`src/logic/mpr_pkg.sv`:
```
`default_nettype none
package mpr_pkg;
	// coprocessor register numbers (primary register field)
	localparam logic [3:0] CRN_BUF   = 4'h3;
	localparam logic [3:0] CRN_RSVD  = 4'h4;
	localparam logic [3:0] CRN_FSR   = 4'h5;
	localparam logic [3:0] CRN_FAR   = 4'h6;
	// secondary opcodes
	localparam logic [2:0] OP2_D_XL  = 3'h0;
	localparam logic [2:0] OP2_I_XL  = 3'h1;
	localparam logic [2:0] OP2_D_EXT = 3'h2;
	localparam logic [2:0] OP2_I_EXT = 3'h3;
	localparam logic [2:0] OP2_D_PU  = 3'h4;
	localparam logic [2:0] OP2_I_PU  = 3'h5;
	// fault status layout
	localparam int FS_EXT    = 10;
	localparam int FS_DOM_HI = 7;
	localparam int FS_DOM_LO = 4;
	// fault status codes
	localparam logic [3:0] ST_MISS   = 4'h0;
	localparam logic [3:0] ST_ALIGN  = 4'h1;
	localparam logic [3:0] ST_DEBUG  = 4'h2;
	localparam logic [3:0] ST_L1EA   = 4'hc;
	localparam logic [3:0] ST_L1TR   = 4'h5;
	localparam logic [3:0] ST_L2EA   = 4'he;
	localparam logic [3:0] ST_L2TR   = 4'h7;
	localparam logic [3:0] ST_SDOM   = 4'h9;
	localparam logic [3:0] ST_PDOM   = 4'hb;
	localparam logic [3:0] ST_SPERM  = 4'hd;
	localparam logic [3:0] ST_PPERM  = 4'hf;
	localparam logic [3:0] ST_NTEA   = 4'h8;
	localparam logic [3:0] ST_IMPR   = 4'h6;
	// fault request bit positions, highest priority first
	localparam int NFLT = 13;
	localparam int F_IMPR = 0;
	localparam int F_ALIGN = 1;
	localparam int F_MISS = 2;
	localparam int F_L1EA = 3;
	localparam int F_L1TR = 4;
	localparam int F_L2EA = 5;
	localparam int F_L2TR = 6;
	localparam int F_SDOM = 7;
	localparam int F_PDOM = 8;
	localparam int F_SPERM = 9;
	localparam int F_PPERM = 10;
	localparam int F_NTEA = 11;
	localparam int F_DEBUG = 12;
	// widths and reset values
	localparam int NREG = 8;
	localparam logic [7:0] BUF_RST = 8'h00;
	localparam logic [31:0] ZERO32 = 32'h0000_0000;
	// address offsets for instruction fault address
	localparam logic [31:0] PC_OFS_WIDE = 32'h0000_0008;
	localparam logic [31:0] PC_OFS_NARROW = 32'h0000_0004;
	// decoded permission kinds
	typedef enum logic [2:0] {
		MPR_NONE, MPR_PRW, MPR_PRW_UR, MPR_FULL, MPR_PRO, MPR_RO, MPR_UNPRED
	} mpr_perm_e;
endpackage : mpr_pkg
`default_nettype wire

```
`src/logic/mpr_regs.sv`:
```
// Notes on behaviour
// - eight bufferable bits, reset zero
// - bufferable register only in protection mode
// - register 4 access raises undefined
// - status: ext bit10, region 7:4, type 3:0
// - highest priority simultaneous fault reported
// - miss code 0000, priority 2, both
// - walk codes valid translation mode only
// - access permission fault code 1101
// - page permission fault 1111, translation only
// - debug event code 0010, lowest priority
// - data/instruction status capture latest event
// - status opcodes 0/1 translation, 4/5 protection
// - extended permissions eight nibbles per side
// - extended permission code decode
// - standard permissions eight pairs, upper zero
// - standard permission code decode
// - standard write clears extended upper bits
// - permission registers protection mode only
// - data address captures faulting address
// - instruction address is pc plus 8/4
`timescale 1ns/1ns
`default_nettype none
module mpr_regs
	import mpr_pkg::*;
(
	// clock and reset
	input  wire logic            clk,
	input  wire logic            nrst,
	// mode pin: 1 translation, 0 protection
	input  wire logic            translation_vs_protection_select,
	// coprocessor register transfer
	input  wire logic            cp_valid,
	input  wire logic            cp_write,
	input  wire logic [3:0]      cp_crn,
	input  wire logic [3:0]      cp_crm,
	input  wire logic [2:0]      cp_op2,
	input  wire logic [31:0]     cp_wdata,
	output logic                 cp_done,
	output logic                 cp_undef,
	output logic [31:0]          cp_rdata,
	// data abort or watchpoint taken
	input  wire logic            dabort_taken,
	input  wire logic [NFLT-1:0] dfault_req,
	input  wire logic [3:0]      dfault_region,
	input  wire logic [31:0]     dfault_mva,
	// prefetch abort or breakpoint taken
	input  wire logic            iabort_taken,
	input  wire logic [NFLT-1:0] ifault_req,
	input  wire logic [3:0]      ifault_region,
	input  wire logic [31:0]     ifault_pc,
	input  wire logic            ifault_narrow,
	// region attributes to the access checker
	output logic [7:0]           region_bufferable_flags,
	output logic [31:0]          data_region_permission_fields,
	output logic [31:0]          instr_region_permission_fields
);

	typedef struct packed {
		logic        done;
		logic        undef;
		logic [31:0] rdata;
		logic [7:0]  buf_bits;
		logic [10:0] dfs;
		logic [10:0] ifs;
		logic [31:0] dext;
		logic [31:0] iext;
		logic [31:0] dfa;
		logic [31:0] ifa;
	} mpr_state_s;

	mpr_state_s s_q, s_d;

	////////////////////////////////////////////////////////////////////////////
	// fault prioritising: lowest index wins

	// fault kinds without meaning in protection mode are dropped up front, so an
	// event made only of them leaves status and address untouched
	function automatic logic [NFLT-1:0] mask_req(input logic [NFLT-1:0] req, input logic xl_mode);
		logic [NFLT-1:0] r;
		r = req;
		if (!xl_mode) begin
			r[F_L1EA] = 1'b0;
			r[F_L1TR] = 1'b0;
			r[F_L2EA] = 1'b0;
			r[F_L2TR] = 1'b0;
			r[F_SDOM] = 1'b0;
			r[F_PDOM] = 1'b0;
			r[F_PPERM] = 1'b0;
		end
		return r;
	endfunction : mask_req

	function automatic logic [10:0] fault_code(input logic [NFLT-1:0] req,
		input logic xl, input logic [3:0] region);
		logic [10:0] c;
		logic [NFLT-1:0] r;
		c = '0;
		r = mask_req(req, xl);
		c[FS_DOM_HI:FS_DOM_LO] = region;
		// scan from lowest priority up so the highest one lands last
		for (int k = NFLT - 1; k >= 0; k--) begin
			if (r[k]) begin
				c[FS_EXT] = (k == F_IMPR);
				case (k)
					F_IMPR:  c[3:0] = ST_IMPR;
					F_ALIGN: c[3:0] = ST_ALIGN;
					F_MISS:  c[3:0] = ST_MISS;
					F_L1EA:  c[3:0] = ST_L1EA;
					F_L1TR:  c[3:0] = ST_L1TR;
					F_L2EA:  c[3:0] = ST_L2EA;
					F_L2TR:  c[3:0] = ST_L2TR;
					F_SDOM:  c[3:0] = ST_SDOM;
					F_PDOM:  c[3:0] = ST_PDOM;
					F_SPERM: c[3:0] = ST_SPERM;
					F_PPERM: c[3:0] = ST_PPERM;
					F_NTEA:  c[3:0] = ST_NTEA;
					default: c[3:0] = ST_DEBUG;
				endcase
			end
		end
		return c;
	endfunction : fault_code

	////////////////////////////////////////////////////////////////////////////
	// next state

	logic xl;
	logic hit_buf, hit_dfs, hit_ifs, hit_dext, hit_iext, hit_dstd, hit_istd;
	logic hit_dfa, hit_ifa, legal;
	logic [31:0] dstd_view, istd_view;
	logic d_any, i_any;

	assign xl = translation_vs_protection_select;
	assign d_any = dabort_taken && (mask_req(dfault_req, xl) != '0);
	assign i_any = iabort_taken && (mask_req(ifault_req, xl) != '0) && !ifault_req[F_ALIGN];

	// standard view: low two bits of each nibble, packed
	genvar g;
	generate
		for (g = 0; g < NREG; g++) begin : g_std
			assign dstd_view[2*g +: 2] = s_q.dext[4*g +: 2];
			assign istd_view[2*g +: 2] = s_q.iext[4*g +: 2];
		end
	endgenerate
	assign dstd_view[31:16] = '0;
	assign istd_view[31:16] = '0;

	// permission decode per region, kept beside the raw fields so the checks can
	// hold the two encodings against each other; the access checker decodes again
	function automatic mpr_perm_e perm_ext(input logic [3:0] code);
		mpr_perm_e p;
		case (code)
			4'h0:    p = MPR_NONE;
			4'h1:    p = MPR_PRW;
			4'h2:    p = MPR_PRW_UR;
			4'h3:    p = MPR_FULL;
			4'h5:    p = MPR_PRO;
			4'h6:    p = MPR_RO;
			default: p = MPR_UNPRED; // no defined access for the remaining codes
		endcase
		return p;
	endfunction : perm_ext

	function automatic mpr_perm_e perm_std(input logic [1:0] code);
		mpr_perm_e p;
		case (code)
			2'h0:    p = MPR_NONE;
			2'h1:    p = MPR_PRW;
			2'h2:    p = MPR_PRW_UR;
			default: p = MPR_FULL;
		endcase
		return p;
	endfunction : perm_std

	mpr_perm_e dperm_ext [NREG];
	mpr_perm_e iperm_ext [NREG];
	mpr_perm_e dperm_std [NREG];
	mpr_perm_e iperm_std [NREG];

	genvar h;
	generate
		for (h = 0; h < NREG; h++) begin : g_dec
			assign dperm_ext[h] = perm_ext(s_q.dext[4*h +: 4]);
			assign iperm_ext[h] = perm_ext(s_q.iext[4*h +: 4]);
			assign dperm_std[h] = perm_std(dstd_view[2*h +: 2]);
			assign iperm_std[h] = perm_std(istd_view[2*h +: 2]);
			// both views share storage, so with the upper pair clear they must agree
			dview_agree_a: assert property (@(posedge clk) disable iff (!nrst)
				s_q.dext[4*h+2 +: 2] == 2'b00 |-> dperm_ext[h] == dperm_std[h])
				else $error("data permission views disagree");
			iview_agree_a: assert property (@(posedge clk) disable iff (!nrst)
				s_q.iext[4*h+2 +: 2] == 2'b00 |-> iperm_ext[h] == iperm_std[h])
				else $error("instruction permission views disagree");
			// a set top bit never grants a defined access
			dext_unpred_a: assert property (@(posedge clk) disable iff (!nrst)
				s_q.dext[4*h+3] |-> dperm_ext[h] == MPR_UNPRED)
				else $error("data extended code decoded as access");
			iext_unpred_a: assert property (@(posedge clk) disable iff (!nrst)
				s_q.iext[4*h+3] |-> iperm_ext[h] == MPR_UNPRED)
				else $error("instruction extended code decoded as access");
		end
	endgenerate

	always_comb begin
		hit_buf  = cp_crn == CRN_BUF && !xl && cp_op2 == OP2_D_XL;
		hit_dfs  = cp_crn == CRN_FSR && (xl ? cp_op2 == OP2_D_XL : cp_op2 == OP2_D_PU);
		hit_ifs  = cp_crn == CRN_FSR && (xl ? cp_op2 == OP2_I_XL : cp_op2 == OP2_I_PU);
		hit_dext = cp_crn == CRN_FSR && !xl && cp_op2 == OP2_D_EXT;
		hit_iext = cp_crn == CRN_FSR && !xl && cp_op2 == OP2_I_EXT;
		hit_dstd = cp_crn == CRN_FSR && !xl && cp_op2 == OP2_D_XL;
		hit_istd = cp_crn == CRN_FSR && !xl && cp_op2 == OP2_I_XL;
		hit_dfa  = cp_crn == CRN_FAR && cp_op2 == (xl ? OP2_D_XL : OP2_D_PU);
		hit_ifa  = cp_crn == CRN_FAR && cp_op2 == (xl ? OP2_I_XL : OP2_I_PU);
		// register 4 never matches anything, so it always traps
		legal = cp_crm == 4'h0 && cp_crn != CRN_RSVD && (hit_buf || hit_dfs || hit_ifs
			|| hit_dext || hit_iext || hit_dstd || hit_istd || hit_dfa || hit_ifa);

		s_d = s_q;
		s_d.done = cp_valid && legal;
		s_d.undef = cp_valid && !legal;
		s_d.rdata = ZERO32;

		// reads: unused upper bits return zero
		if (cp_valid && legal && !cp_write) begin
			if (hit_buf)  s_d.rdata = {24'h000000, s_q.buf_bits};
			if (hit_dfs)  s_d.rdata = {21'h000000, s_q.dfs & 11'h4ff};
			if (hit_ifs)  s_d.rdata = {21'h000000, s_q.ifs & 11'h4ff};
			if (hit_dext) s_d.rdata = s_q.dext;
			if (hit_iext) s_d.rdata = s_q.iext;
			if (hit_dstd) s_d.rdata = dstd_view;
			if (hit_istd) s_d.rdata = istd_view;
			if (hit_dfa)  s_d.rdata = s_q.dfa;
			if (hit_ifa)  s_d.rdata = s_q.ifa;
		end

		// writes; the restore path loads bits 10 and 7:0 of the word, with reserved status bits 9:8 cleared
		if (cp_valid && legal && cp_write) begin
			if (hit_buf)  s_d.buf_bits = cp_wdata[7:0];
			if (hit_dfs)  s_d.dfs = cp_wdata[10:0] & 11'h4ff;
			if (hit_ifs)  s_d.ifs = cp_wdata[10:0] & 11'h4ff;
			if (hit_dext) s_d.dext = cp_wdata;
			if (hit_iext) s_d.iext = cp_wdata;
			for (int k = 0; k < NREG; k++) begin
				if (hit_dstd) s_d.dext[4*k +: 4] = {2'b00, cp_wdata[2*k +: 2]};
				if (hit_istd) s_d.iext[4*k +: 4] = {2'b00, cp_wdata[2*k +: 2]};
			end
			if (hit_dfa)  s_d.dfa = cp_wdata;
			if (hit_ifa)  s_d.ifa = cp_wdata;
		end

		// taken events win over a write in the same cycle
		if (d_any) begin
			s_d.dfs = fault_code(dfault_req, xl, dfault_region);
			s_d.dfa = dfault_mva;
		end
		if (i_any) begin
			s_d.ifs = fault_code(ifault_req, xl, ifault_region);
			s_d.ifa = ifault_pc + (ifault_narrow ? PC_OFS_NARROW : PC_OFS_WIDE);
		end
	end

	////////////////////////////////////////////////////////////////////////////
	// state register; permissions and fault words reset to zero for determinism

	always_ff @(posedge clk or negedge nrst) begin
		if (!nrst) begin
			s_q <= '0;
			s_q.buf_bits <= BUF_RST;
		end else begin
			s_q <= s_d;
		end
	end

	assign cp_done = s_q.done;
	assign cp_undef = s_q.undef;
	assign cp_rdata = s_q.rdata;
	assign region_bufferable_flags = s_q.buf_bits;
	assign data_region_permission_fields = s_q.dext; // decoded downstream
	assign instr_region_permission_fields = s_q.iext;

	////////////////////////////////////////////////////////////////////////////
	// checks

	rsvd_trap_a: assert property (@(posedge clk) disable iff (!nrst)
		cp_valid && cp_crn == CRN_RSVD |=> cp_undef && !cp_done)
		else $error("register 4 access did not trap");
	buf_mode_a: assert property (@(posedge clk) disable iff (!nrst)
		cp_valid && cp_crn == CRN_BUF && xl |=> cp_undef)
		else $error("bufferable access in translation mode");
	buf_write_a: assert property (@(posedge clk) disable iff (!nrst)
		cp_valid && cp_write && cp_crn == CRN_BUF && cp_crm == 4'h0 && !xl
		&& cp_op2 == OP2_D_XL |=> region_bufferable_flags == $past(cp_wdata[7:0]))
		else $error("bufferable write lost");
	miss_code_a: assert property (@(posedge clk) disable iff (!nrst)
		dabort_taken && dfault_req[F_MISS] && !dfault_req[F_IMPR] && !dfault_req[F_ALIGN]
		|=> s_q.dfs[3:0] == ST_MISS && !s_q.dfs[FS_EXT])
		else $error("miss code wrong");
	perm_prio_a: assert property (@(posedge clk) disable iff (!nrst)
		dabort_taken && !xl && dfault_req[F_SPERM] && dfault_req[F_DEBUG]
		&& dfault_req[2:0] == 3'h0 |=> s_q.dfs[3:0] == ST_SPERM)
		else $error("permission fault priority wrong");
	debug_code_a: assert property (@(posedge clk) disable iff (!nrst)
		iabort_taken && ifault_req == 13'h1000 |=> s_q.ifs[3:0] == ST_DEBUG)
		else $error("debug code wrong");
	ifa_pc_a: assert property (@(posedge clk) disable iff (!nrst)
		i_any |=> s_q.ifa == $past(ifault_pc)
		+ ($past(ifault_narrow) ? PC_OFS_NARROW : PC_OFS_WIDE))
		else $error("instruction address offset wrong");
	std_clear_a: assert property (@(posedge clk) disable iff (!nrst)
		cp_valid && cp_write && hit_dstd && cp_crm == 4'h0 |=> (s_q.dext & 32'hcccccccc) == 0)
		else $error("standard write kept upper bits");
	hold_a: assert property (@(posedge clk) disable iff (!nrst)
		!dabort_taken && !(cp_valid && cp_write && cp_crn == CRN_FSR) |=> $stable(s_q.dfs))
		else $error("data status changed without cause");

	////////////////////////////////////////////////////////////////////////////
	// checks on the transfer answer and on event capture

	// only the first secondary register number is decoded
	crm_refuse_a: assert property (@(posedge clk) disable iff (!nrst)
		cp_valid && cp_crm != 4'h0 |=> cp_undef && !cp_done)
		else $error("nonzero secondary register accepted");
	// a transfer answers one way only
	answer_one_a: assert property (@(posedge clk) disable iff (!nrst)
		!(cp_done && cp_undef))
		else $error("done and undefined together");
	// read data is zero outside a completed transfer
	rdata_idle_a: assert property (@(posedge clk) disable iff (!nrst)
		!cp_done |-> cp_rdata == ZERO32)
		else $error("read data not zero when idle");
	// reserved status bits never hold a one
	fs_reserved_a: assert property (@(posedge clk) disable iff (!nrst)
		(s_q.dfs & 11'h300) == 11'h000 && (s_q.ifs & 11'h300) == 11'h000)
		else $error("reserved status bits set");
	// translation-only faults alone leave protection-mode records alone
	prot_ignore_a: assert property (@(posedge clk) disable iff (!nrst)
		dabort_taken && !xl && mask_req(dfault_req, xl) == '0 && !cp_valid
		|=> $stable(s_q.dfs) && $stable(s_q.dfa))
		else $error("invalid fault kind recorded");
	dfa_capture_a: assert property (@(posedge clk) disable iff (!nrst)
		d_any |=> s_q.dfa == $past(dfault_mva))
		else $error("data fault address not captured");
	dregion_a: assert property (@(posedge clk) disable iff (!nrst)
		d_any |=> s_q.dfs[FS_DOM_HI:FS_DOM_LO] == $past(dfault_region))
		else $error("data fault region not captured");
	iregion_a: assert property (@(posedge clk) disable iff (!nrst)
		i_any |=> s_q.ifs[FS_DOM_HI:FS_DOM_LO] == $past(ifault_region))
		else $error("instruction fault region not captured");
	// alignment is a data-side fault only
	ifs_align_a: assert property (@(posedge clk) disable iff (!nrst)
		iabort_taken && ifault_req[F_ALIGN] && !cp_valid |=> $stable(s_q.ifs) && $stable(s_q.ifa))
		else $error("alignment fault reached instruction side");
	impr_ext_a: assert property (@(posedge clk) disable iff (!nrst)
		dabort_taken && dfault_req[F_IMPR] |=> s_q.dfs[FS_EXT] && s_q.dfs[3:0] == ST_IMPR)
		else $error("imprecise abort not reported first");
	ddebug_a: assert property (@(posedge clk) disable iff (!nrst)
		dabort_taken && dfault_req == (NFLT'(1) << F_DEBUG) |=> s_q.dfs[3:0] == ST_DEBUG)
		else $error("watchpoint code wrong");
	std_read_a: assert property (@(posedge clk) disable iff (!nrst)
		cp_valid && !cp_write && hit_dstd && cp_crm == 4'h0
		|=> cp_done && cp_rdata[31:16] == 16'h0000)
		else $error("standard view upper half not zero");
	ext_write_a: assert property (@(posedge clk) disable iff (!nrst)
		cp_valid && cp_write && hit_dext && cp_crm == 4'h0 |=> s_q.dext == $past(cp_wdata))
		else $error("extended permission write lost");
	fs_mode_a: assert property (@(posedge clk) disable iff (!nrst)
		cp_valid && xl && cp_crn == CRN_FSR && cp_op2 == OP2_D_PU |=> cp_undef)
		else $error("protection status opcode accepted in translation mode");

endmodule : mpr_regs
`default_nettype wire

```
`config.mk`:
```
export PLATFORM = sky130hd
export DESIGN_NAME = mpr_regs
export DESIGN_NICKNAME = d
export VERILOG_FILES = /design/src/logic/mpr_pkg.sv /design/src/logic/mpr_regs.sv
export SDC_FILE = /design/constraint.sdc
export NUM_CORES = 1
export LEC_CHECK = 0
export BUFFER_PORTS_ARGS = -buffer_cell sky130_fd_sc_hd__buf_4
export CORE_ASPECT_RATIO = 0.5
export CORE_MARGIN = 3
export CORE_UTILIZATION = 50
export CTS_CLUSTER_DIAMETER = 60
export DETAILED_ROUTE_END_ITERATION = 16
export GPL_TIMING_DRIVEN = 0
export HOLD_SLACK_MARGIN = 0.03
export PLACE_DENSITY = 0.76
export SETUP_SLACK_MARGIN = 0.05
export SYNTH_ARGS = -nofsm -noshare
export SYNTH_HDL_FRONTEND = slang
export SYNTH_SLANG_ARGS = --single-unit
```
`constraint.sdc`:
```
create_clock -name clk -period 1.7 [get_ports clk]
set_input_delay 0.085 -clock clk [delete_from_list [all_inputs] [get_ports clk]]
set_output_delay 0.085 -clock clk [all_outputs]
set_load 0.02 [all_outputs]
```
Word level (Yosys, flattened, before mapping):

Cells that the tools add are included.

* register bits: 192
* output and inout port bits: 106
* logic and storage cells: 151

* add/subtract/negate cells: 1
* equality and inequality tests: 11
* mux-type cells: 78
* reduce and logical (&&, ||, !) cells: 51

Operator list (number)
* 2-to-1 mux 32 bit: 15
* 2-to-1 mux 4 bit: 41
* 2-to-1 mux 150 bit: 1
* 2-to-1 mux 11 bit: 4
* adder 32 x 4 -> 32 bit: 1
* nonzero test 13 bit: 2
* 2-to-1 mux 6 bit: 4
* logical AND 1 bit: 20
* nonzero test 2 bit: 8
* AND reduction 2 bit: 7
* equality test 4 x 3 -> 1 bit, second input constant: 2
* logical OR 1 bit: 8
* 2-to-1 mux 1 bit: 8
* 2-to-1 mux 8 bit: 1
* equality test 3 x 2 -> 1 bit, second input constant: 2
* equality test 3 bit: 2
* equality test 3 bit, second input constant: 2
* 2-to-1 mux 3 bit: 2
* equality test 4 x 2 -> 1 bit, second input constant: 1
* zero test 1 bit: 4
* zero test 4 bit: 1
* 2-to-1 mux 2 bit: 2
* != test 4 x 3 -> 1 bit, second input constant: 1
* equality test 3 x 1 -> 1 bit, second input constant: 1
* zero test 3 bit: 1

Longest topological paths before layout:

Gate-level depths: netlist (run 1).

* word-level depth: 17
* mapped depth: 8

Worst setup path after synthesis (run 1):

OpenSTA, ideal clock, no wires.

* path type: input to register
* start point: in dfault_req[7]
* end point: reg s_q[143] (netlist bit)
* setup time: 131 ps
* data arrival time: 1689 ps
* setup slack: -121 ps
* cell stages on the path: 7
* buffers on the path: 2
* cell sequence: or3_1 a211o_1 o41a_1 buf_2 buf_2 nand2_1 o21ai_1

* cells in the longest elaborated chain, start to end: 5

RTL lines
* start, declared: RTL line mpr_regs.sv:44 `input wire logic [NFLT-1:0] dfault_req,`
* 2-to-1 mux 6 bit (*): RTL line mpr_regs.sv:82 `if (!xl_mode) begin`
* nonzero test 13 bit (*): RTL line mpr_regs.sv:135 `assign d_any = dabort_taken && (mask_req(dfault_req, xl) != '0);`
* logical AND 1 bit (*): RTL line mpr_regs.sv:135
* nonzero test 2 bit (no line)
* AND reduction 2 bit (no line)
* end, declared: RTL line mpr_regs.sv:72 `mpr_state_s s_q, s_d;`

Mark *: on every way between the ends. The rest lies on a longest branch, timed or not.
A chain may end at the register's enable or synchronous reset.

Worst setup path after layout (run 1):

* start point: in ifault_req[1]
* end point: reg s_q[15] (netlist bit)

* cells in the longest elaborated chain, start to end: 5

RTL lines
* start, declared: RTL line mpr_regs.sv:49 `input wire logic [NFLT-1:0] ifault_req,`
* nonzero test 13 bit: RTL line mpr_regs.sv:136 `assign i_any = iabort_taken && (mask_req(ifault_req, xl) != '0) && !ifault_req[F_ALIGN];`
* logical AND 1 bit: RTL line mpr_regs.sv:136
* logical AND 1 bit (*): RTL line mpr_regs.sv:136
* nonzero test 2 bit (no line)
* AND reduction 2 bit (no line)

Marked as above.

==> reports/results.ini, run 1 <==
[run_status]
status=finished clean

[logic_synthesis]
synth_top_cell_area_share_pct=43.20
synthAdderAreaFrac_pct=0.4136
synthXorXnorAreaFrac_pct=2.413
synth-compound-area-share_pct=17.68
ys_types=68
yosys_warnings=0
synthTopCellsByCount=188 x dfrtp_1, 148 x nand2_1, 119 x mux2i_1, 108 x buf_4, 68 x o21ai_0
synth_async_sr_flop_share_pct=100.0
ys.flop_type=dfrtp_1
synth.mux.area_fraction_pct=14.04
syn_area_sq_um=10890
postSynthAreaPerCell_sq_um=10.03
syn_nets=1238
ys_seq_area_share_pct=43.20
synth_top_family_by_area=compound AO/OA/AOI/OAI gates
synth-simple-area-share_pct=11.82
synth_edf_count=0
yosysTopAreaCell=dfrtp_1
synth.most_common_cell=dfrtp_1
ys_ff_latch=188
yosys-top-cells-area=dfrtp_1 43%, mux2i_1 11%, buf_4 7.4%
syn_inst=1086

[sta]
min_period_ns=1.687
finalHoldViolations=0
finalSetupTns_ns=0
rsz0062_at_grt=yes
max_slew.worst_pin.slew_ns=0.8159
setup_viol=0
timing.hold.ws_ns=0.04027
slew_headroom_pct=45.61
clock_skew_ns=0.01145
slew_viol_final=0
fin_ws_ns=0.01336
max_freq_mhz=592.9
timing.final.crit_share_pct=99.21

[detailed_routing]
vias_per_cell=5.958
route.met3.wl_mm=3.398
wl_met1_mm=16.58
ant_nets=0
routedWlPerCell_microns=23.16
met2WireLength_mm=19.69
drt-initial-drc-count=1178
routed_wl_mm=41.08
drc=0
first_pass_iters=8
top_layer_used=met4
vias=10569

[placed_design]
dp_hpwl_mm=29.55
post-place-ws_ns=-0.8825
placed_cell_area_sq_um=13250
port_buffers=246
place.gp.congestion=0.9468
dpl.cell_count=1625

[cells_and_area]
syn2layout_area_growth_pct=39.35
nNetsFinal=1621
fin_util_pct=72.36
stdcell_area_sq_um=15180
drive_above_1_share_pct=34.41
antennaDiodeCount=0
fill_cells=1545
fin_cells=1774

[power_and_ir_drop]
p_int_mw=7.555
pwr-share-seq_pct=46.2
p_sw_share_pct=28.27
power.share.clock_pct=39.1
p_per_area_nw_per_um2=694.0
p_switching_mw=2.978
p_leak_nw=7.563
ir_drop_mv=0.5817
power_mw=10.53
pwr-share-comb_pct=14.7

[clock_network]
htree_levels=4
cts_inserted_buffers=17
clkSinkCount=188
cts-root-buf=clkbuf_16
cts_tree=yes
clkTransAtPathRegs_ns=0.08
clockBufferDepth=2
clock_latency_ns=0.45

[global_routing]
grt_max_degree=97
grt_pass1_vias=10721
grt_pass1_wl_mm=60.86
antenna_found_initial=0
grt_overflow_total=0
grt_util_all_layers_pct=34.09

[die]
design.core.area_sq_um=20970
dieArea_sq_um=23690
die_h_microns=110.4
start_util_pct=51.93
num_rows=37
die_x_microns=214.7
io_pins=255

[critical_path]
rrSetupSlack_ns=0.15
crit_required_ns=2.05
worstPathMaxFanout=10
r2r_start=data_region_permission_fields[9]
critPathLaunchType=primary input
end_kind=flip-flop
critPathArrivalTime_ns=2.04
startpoint=ifault_req[1]
crit_type=primary input to flip-flop

[run]
maxCapViolations=0

[worst_hold_path]
min_from=ifault_pc[3]
hold_path_class=primary input to flip-flop

what timing repair did:
item                                    4_1_cts  5_1_grt
endpoints found under the setup margin       98      156
resized for setup                            19       51
hold endpoints to repair                    217        0
pin swaps                                     3        5
hold buffers                                107        0
buffers inserted                              5        7
layout make-up:
| class | instances | area (sq um) | share of cell area [%] |
|---|---|---|---|
| Timing Repair Buffer | 366 | 3047 | 20.08 |
| Inverter | 7 | 26.28 | 0.1731 |
| Sequential cell | 188 | 4705 | 31.00 |
| Multi-Input combinational cell | 715 | 5231 | 34.47 |
| Buffer | 174 | 1201 | 7.915 |
| Tap cell | 292 | 365.4 | 2.407 |
| Clock buffer | 18 | 429.2 | 2.828 |
| Clock inverter | 14 | 171.4 | 1.130 |
worst paths after layout:
path,to,cells past startpoint
worst min-delay path,s_q[3],4
min in group asynchronous,s_q[23],2
max in group asynchronous,region_bufferable_flags[0],3
worst min register to register,data_region_permission_fields[23],2
worst max register to register,cp_rdata[5],4
worst max-delay path,s_q[15],7
flip-flops by register name, summed over array words and instances, names as in the netlist:
signal,flops
cp_rdata,32
cp_done,1
region_bufferable_flags,8
s_q,82
instr_region_permission_fields,32
data_region_permission_fields,32
cp_undef,1
logic make-up (layout without fill, tap and decap cells):
logic type,Yosys count,after routing
AO/OA/AOI/OAI,271,271
XOR/XNOR,30,30
adder cells (fa/ha/maj),3,3
buffers and inverters,183,579
flip-flops,188,188
multiplexers,142,142
AND/OR/NAND/NOR,269,269
layer usage:
metal  vias up  track usage (%)
li1       4604                -
met1      5294            43.33
met2       565            56.89
met3       106            7.913
met4         0            14.94
met5         -                0
worst max-delay path, stage by stage:
cell and delay, ns:
dlygate4sd3_1 0.54, buf_4 0.13, nor2b_1 0.20, o41a_1 0.22
buf_2 0.17, buf_2 0.37, mux2i_1 0.31
power by group through the flow:
stage / Combinational [mW] / Sequential (mW) / Clock [mW]
3_5_place_dp: 1.28 / 4.94 / 0
3_3_place_gp: 1.23 / 4.93 / 0
6_report: 1.55 / 4.87 / 4.12
5_1_grt: 1.66 / 4.89 / 4.29
2_1_floorplan: 0.597 / 4.89 / 0
4_1_cts: 1.49 / 4.86 / 4.11
layout by cell type (no fill, tap or decap), types with 7 or more instances in the layout:
cell type        n
o22a_1          28
buf_6            9
o21ai_1         20
mux2_2          16
buf_2           12
nor2b_1          7
xnor2_1          7
nand3_1         35
dfrtp_1        188
mux2i_1        119
a21oi_1         32
clkbuf_1        16
mux4_2           7
nand4_1         11
buf_4          369
xor2_1          21
a22oi_1         43
nor2_1          22
o21ai_0         68
a22o_1          17
nand2_1        143
dlygate4sd3_1  107
clkbuf_16       17
clkbuf_2        17
Power figures use the tool's default switching activity.
==> run 2, diff against run 1 <==
CORE_UTILIZATION = 55   (was 50)
PLACE_DENSITY = 0.82   (was 0.76)
SLEW_MARGIN = 30   (was unset)
==> reports/results.ini, run 2 (synthesis results as in run 1) <==
[cells_and_area]
fin_cells=1742  ; -1.8%
regMostFlops=s_q
final_cell_mix=370 x buf_4, 188 x dfrtp_1, 144 x nand2_1
drive_above_1_share_pct=35.29  ; +0.88 points
final-seq-area_sq_um=4705  ; unchanged
largest_register_ffs=82  ; unchanged
nNetsFinal=1621  ; unchanged
syn2layout_area_growth_pct=39.81
multiInputGateArea_sq_um=5269  ; +0.72%
fill_cells=1167  ; -24%
final_common_cell=buf_4

[sta]
rsz0062_at_grt=yes
clock_skew_ns=0.01217  ; +0.0007202 ns
slew_viol_final=0  ; unchanged
slew_headroom_pct=43.30  ; -2.3 points
finalHoldViolations=0  ; unchanged
timing.hold.ws_ns=0.01773  ; -0.02254 ns
setup_viol=0  ; unchanged
timing.final.crit_share_pct=97.48  ; -1.7 points
min_period_ns=1.657  ; -0.02941 ns
max_slew.worst_pin.slew_ns=0.8505  ; +0.03466 ns
max_freq_mhz=603.4  ; +1.8%

[critical_path]
startpoint=cp_crn[3]
crit_type=primary input to flip-flop
critPathArrivalTime_ns=1.97  ; -0.07 ns
r2r_cells=4  ; unchanged
rrSetupSlack_ns=0.10  ; -0.05 ns
r2r_start=data_region_permission_fields[20]
worstPathMaxFanout=6  ; -4
crit_required_ns=2.01  ; -0.04 ns
crit_path_cell_trace=buf_6 -> nor4b_4 -> and4b_2 -> o31ai_4 -> or3_4 -> buf_8 -> buf_12 -> a311oi_4
max_stage_delay_ns=0.38  ; -0.16 ns
end_kind=flip-flop
critPathLaunchType=primary input
endpoint=cp_rdata[10]
worstReg2RegEnd=cp_rdata[10]
cp_slowest_cell=or3_4

[run_status]
status=finished clean

[clock_network]
htree_levels=4  ; unchanged
cts-root-buf=clkbuf_16
clkSinkCount=188  ; unchanged
clockBufferDepth=2  ; unchanged
clock_latency_ns=0.43  ; -0.02 ns
cts_inserted_buffers=17  ; unchanged
clkTransAtPathRegs_ns=0.08  ; about the same
cts_tree=yes

[global_routing]
grt_util_all_layers_pct=36.22  ; +2.1 points
grt_pass1_wl_mm=59.87  ; -1.6%
grt_pass1_vias=10639  ; -0.76%
use_met1_pct=47.62  ; +4.3 points
use_met3_pct=8.763  ; +0.85 points
use_met2_pct=58.44  ; +1.5 points
grt_overflow_total=0  ; unchanged
grt_max_degree=75  ; -23%
top_usage_layer=met2
antenna_found_initial=0  ; unchanged

[die]
num_rows=35  ; -5.4%
design.core.area_sq_um=18920  ; -9.8%
io_pins=255  ; unchanged
dieArea_sq_um=21630  ; -8.7%
start_util_pct=57.57  ; +5.6 points
die_x_microns=205  ; -4.5%
die_h_microns=105.5  ; -4.4%

[detailed_routing]
drt-initial-drc-count=1083  ; -8.1%
routed_wl_mm=40.53  ; -1.3%
first_pass_iters=6  ; -2
drc=0  ; unchanged
ant_nets=0  ; unchanged
routedWlPerCell_microns=23.27  ; +0.47%
vias=10731  ; +1.5%
vias_per_cell=6.160  ; +3.4%

[placed_design]
dpl.cell_count=1593  ; -2.0%
place.gp.congestion=0.9753  ; +3.0%
port_buffers=246  ; unchanged
dp_hpwl_mm=28.45  ; -3.8%

[power_and_ir_drop]
p_per_area_nw_per_um2=687.8  ; -0.91%
ir_drop_mv=0.6641  ; +14%
p_leak_nw=7.592  ; +0.38%

[run]
maxCapViolations=0  ; unchanged

[worst_hold_path]
hold_path_class=primary input to flip-flop

run 2: cell count changes in the layout (fill, tap and decap cells not counted), sizes merged:
cell	change
buf	+3
dlygate4sd3	-6
clkbuf	+5
inv	-4
diode	+1
clkinvlp	+2
run 2: critical path, delay by kind of cell:
| family | cells | cell delay (ns) |
|---|---|---|
| AND/OR/NAND/NOR | 3 | 1.06 |
| buffers and inverters | 3 | 0.41 |
| AO/OA/AOI/OAI | 2 | 0.39 |
run 2: power by group:
part	total, mW	switching (mW)	internal, mW
clock network	4.04	1.93	2.11
logic	1.56	0.816	0.741
registers	4.88	0.168	4.71
run 2: how the worst min path moves through the flow:
stage,endpoint,depth (start not counted),slack [ns],start
after global routing,s_q[5],4,0.04,ifault_pc[5]
after detailed placement,data_region_permission_fields[1],1,0.02,nrst
after global placement,s_q[133],3,0.29,ifault_region[1]
after floorplan,cp_done,0,-0.21,nrst
after CTS,data_region_permission_fields[21],3,0.03,cp_wdata[21]
final,data_region_permission_fields[21],3,0.02,cp_wdata[21]
run 2: repair_timing:
| item | 4_1_cts | 5_1_grt |
|---|---|---|
| gates resized for setup | 26 | 66 |
| hold buffers | 101 | 0 |
| endpoints found under the setup margin | 97 | 153 |
| gates cloned | 0 | 1 |
| hold endpoints to repair | 226 | 0 |
| setup buffers | 2 | 15 |
| pin swaps | 1 | 9 |
run 2: layer usage:
metal,part of all wire (%),vias up
li1,-,4603
met1,38,5266
met2,47,704
met3,10,158
met4,4.4,0
met5,0,-
run 2: through the flow:
| stage | setup TNS, ns | util, % | worst slack, ns | power (mW) | instance area (sq um) |
|---|---|---|---|---|---|
| 6_report | 0 | 80.48 | 0.04277 | 10.47 | 15230 |
| 5_1_grt | 0 | 80.47 | 0.01354 | 10.76 | 15220 |
| 4_1_cts | -0.01480 | 78.84 | -0.01480 | 10.34 | 14910 |
| 3_5_place_dp | -86.84 | 69.98 | -0.8350 | 6.221 | 13240 |
| 3_3_place_gp | -201.08 | 69.65 | -0.7987 | 6.156 | 13180 |
| 2_1_floorplan | 0 | - | 0.007688 | 5.485 | 11010 |
run 2: cell type report:
cell class	count	area share [%]
Antenna cell	1	0.01644
Clock inverter	12	0.8793
Inverter	7	0.1726
Buffer	173	8.053
Multi-Input combinational cell	715	34.60
Clock buffer	20	2.934
Timing Repair Buffer	367	20.31
Tap cell	259	2.128
Sequential cell	188	30.90
==> run 3, diff against run 2 <==
BUFFER_PORTS_ARGS = -buffer_cell sky130_fd_sc_hd__buf_2   (was -buffer_cell sky130_fd_sc_hd__buf_4)
==> reports/results.ini, run 3 (synthesis results as in run 1) <==
[die]
num_rows=35  ; unchanged
die_x_microns=205  ; unchanged
design.core.area_sq_um=18920  ; unchanged
dieArea_sq_um=21630  ; unchanged
io_pins=255  ; unchanged
start_util_pct=57.57  ; unchanged
die_h_microns=105.5  ; unchanged

[critical_path]
worstPathMaxFanout=10  ; +4
crit_type=primary input to flip-flop
crit_required_ns=2.03  ; +0.02 ns
rrSetupSlack_ns=0.05  ; -0.05 ns
r2r_cells=4  ; unchanged
critPathLaunchType=primary input
r2r_start=data_region_permission_fields[20]
worstReg2RegEnd=cp_rdata[10]
end_kind=flip-flop
critPathArrivalTime_ns=2.06  ; +0.09 ns

[detailed_routing]
drc=0  ; unchanged
vias=10700  ; -0.29%
routedWlPerCell_microns=22.80  ; -2.0%
drt-initial-drc-count=1087  ; +0.37%
routed_wl_mm=39.42  ; -2.7%
vias_per_cell=6.189  ; +0.46%
ant_nets=0  ; unchanged
first_pass_iters=5  ; -1

[cells_and_area]
drive_above_1_share_pct=34.29  ; -1.0 points
largest_register_ffs=82  ; unchanged
nNetsFinal=1609  ; -0.74%
syn2layout_area_growth_pct=32.17
fin_cells=1729  ; -0.75%
antennaDiodeCount=0  ; -1
fin_util_pct=76.08  ; -4.4 points
fill_cells=1351  ; +16%
regMostFlops=s_q
final_common_cell=buf_2
final_cell_mix=256 x buf_2, 188 x dfrtp_1, 145 x nand2_1

[power_and_ir_drop]
power_mw=10.33  ; -1.4%
pwr-share-comb_pct=13.9  ; -1.0 points
p_sw_share_pct=27.18  ; -0.64 points
p_per_area_nw_per_um2=717.6  ; +4.3%
p_switching_mw=2.807  ; -3.6%
ir_drop_mv=0.6693  ; +0.78%
p_int_mw=7.521  ; -0.49%
power.share.clock_pct=39.0  ; +0.4 points
p_leak_nw=7.376  ; -2.8%
pwr-share-seq_pct=47.2  ; +0.6 points

[sta]
min_period_ns=1.736  ; +0.07886 ns
timing.final.crit_share_pct=102.1  ; +4.6 points
clock_skew_ns=0.01136  ; -0.0008155 ns
setup_viol=1  ; +1
rsz0062_at_grt=yes
max_slew.worst_pin.slew_ns=0.8371  ; -0.01342 ns
finalHoldViolations=0  ; unchanged
slew_viol_final=0  ; unchanged
slew_headroom_pct=44.19  ; +0.90 points
max_freq_mhz=576.0  ; -4.5%
fin_ws_ns=-0.03609  ; -0.07886 ns

[placed_design]
dp_hpwl_mm=27.50  ; -3.3%
dpl.cell_count=1593  ; unchanged
port_buffers=246  ; unchanged
place.gp.congestion=0.9932  ; +1.8%

[clock_network]
cts_tree=yes
clockBufferDepth=2  ; unchanged
clkTransAtPathRegs_ns=0.07  ; about the same
clkSinkCount=188  ; unchanged
cts-root-buf=clkbuf_16
htree_levels=4  ; unchanged
cts_inserted_buffers=17  ; unchanged
clock_latency_ns=0.45  ; +0.02 ns

[global_routing]
grt_overflow_total=0  ; unchanged
antenna_found_initial=0  ; unchanged
grt_pass1_vias=10584  ; -0.52%
grt_util_all_layers_pct=35.71  ; -0.52 points
grt_pass1_wl_mm=59.13  ; -1.2%
grt_max_degree=74  ; -1.3%

[worst_hold_path]
hold_end=s_q[22]
whs_path_depth=3  ; unchanged
hold_path_class=primary input to flip-flop
min_from=ifault_pc[22]

[run_status]
violations=negative setup slack
status=complete, but fails checks

[run]
maxCapViolations=0  ; unchanged

## run 3: through the flow
| stage | instance area [sq um] | setup WS (ns) | setup TNS [ns] | hold slack [ns] |
|---|---|---|---|---|
| after floorplan | 11010 | 0.007688 | 0 | -0.2106 |
| final | 14390 | -0.03609 | -0.03609 | 0.03258 |
| after global routing | 14390 | -0.04625 | -0.05199 | 0.05036 |
| after CTS | 14220 | 0.04130 | 0 | 0.03180 |
| after detailed placement | 12630 | -0.7639 | -82.79 | 0.02142 |
| after global placement | 12560 | -2.483 | -544.58 | 0.2962 |
## run 3: area by class of cell
| type | instances | area [sq um] | area share (%) |
|---|---|---|---|
| Buffer | 174 | 1200 | 8.336 |
| Clock buffer | 20 | 436.7 | 3.034 |
| Clock inverter | 12 | 138.9 | 0.9649 |
| Inverter | 7 | 26.28 | 0.1825 |
| Multi-Input combinational cell | 715 | 5230 | 36.34 |
| Sequential cell | 188 | 4705 | 32.68 |
| Tap cell | 259 | 324.1 | 2.251 |
| Timing Repair Buffer | 354 | 2333 | 16.21 |
## run 3: power by group through the flow
stage / sequential (mW) / clock (mW) / combinational (mW)
finish: 4.87 / 4.03 / 1.43
global route: 4.89 / 4.23 / 1.54
CTS: 4.86 / 4.02 / 1.36
global placement: 4.93 / 0 / 1.12
detailed placement: 4.94 / 0 / 1.17
floorplan: 4.89 / 0 / 0.597
## run 3: how the worst max path moves through the flow
| stage | from | to | slack, ns | cells after the start |
|---|---|---|---|---|
| finish | cp_crn[3] | cp_rdata[10] | -0.04 | 9 |
| global route | cp_op2[2] | cp_rdata[10] | -0.05 | 9 |
| CTS | cp_op2[2] | data_region_permission_fields[19] | 0.04 | 7 |
| detailed placement | cp_op2[1] | cp_rdata[23] | -0.76 | 8 |
| global placement | nrst | s_q[25] | -2.48 | 1 |
| floorplan | translation_vs_protection_select | s_q[142] | 0.008 | 6 |
## run 3: repair_timing
action | CTS | global route
endpoints found under the setup margin | 92 | 146
setup buffers | 2 | 8
gates resized for setup | 19 | 44
pin swaps | 2 | 7
hold endpoints to repair | 218 | 0
hold buffers | 95 | 0
gates cloned | 0 | 1
## run 3: worst max-delay path, cell delays in order
cell and delay [ns]:
buf_2 0.15, nor4b_4 0.27, buf_4 0.19, and4b_1 0.24
o31ai_2 0.09, or3_1 0.38, buf_6 0.16, buf_12 0.15
a311oi_4 0.33
## run 3: per-layer routing
layer	up-vias	wire length [microns]	global-route usage [%]
met1	5240	15320	47.80
li1	4574	-	-
met4	0	1530	13.35
met2	742	18270	57.39
met5	-	0	0
met3	144	4293	7.714
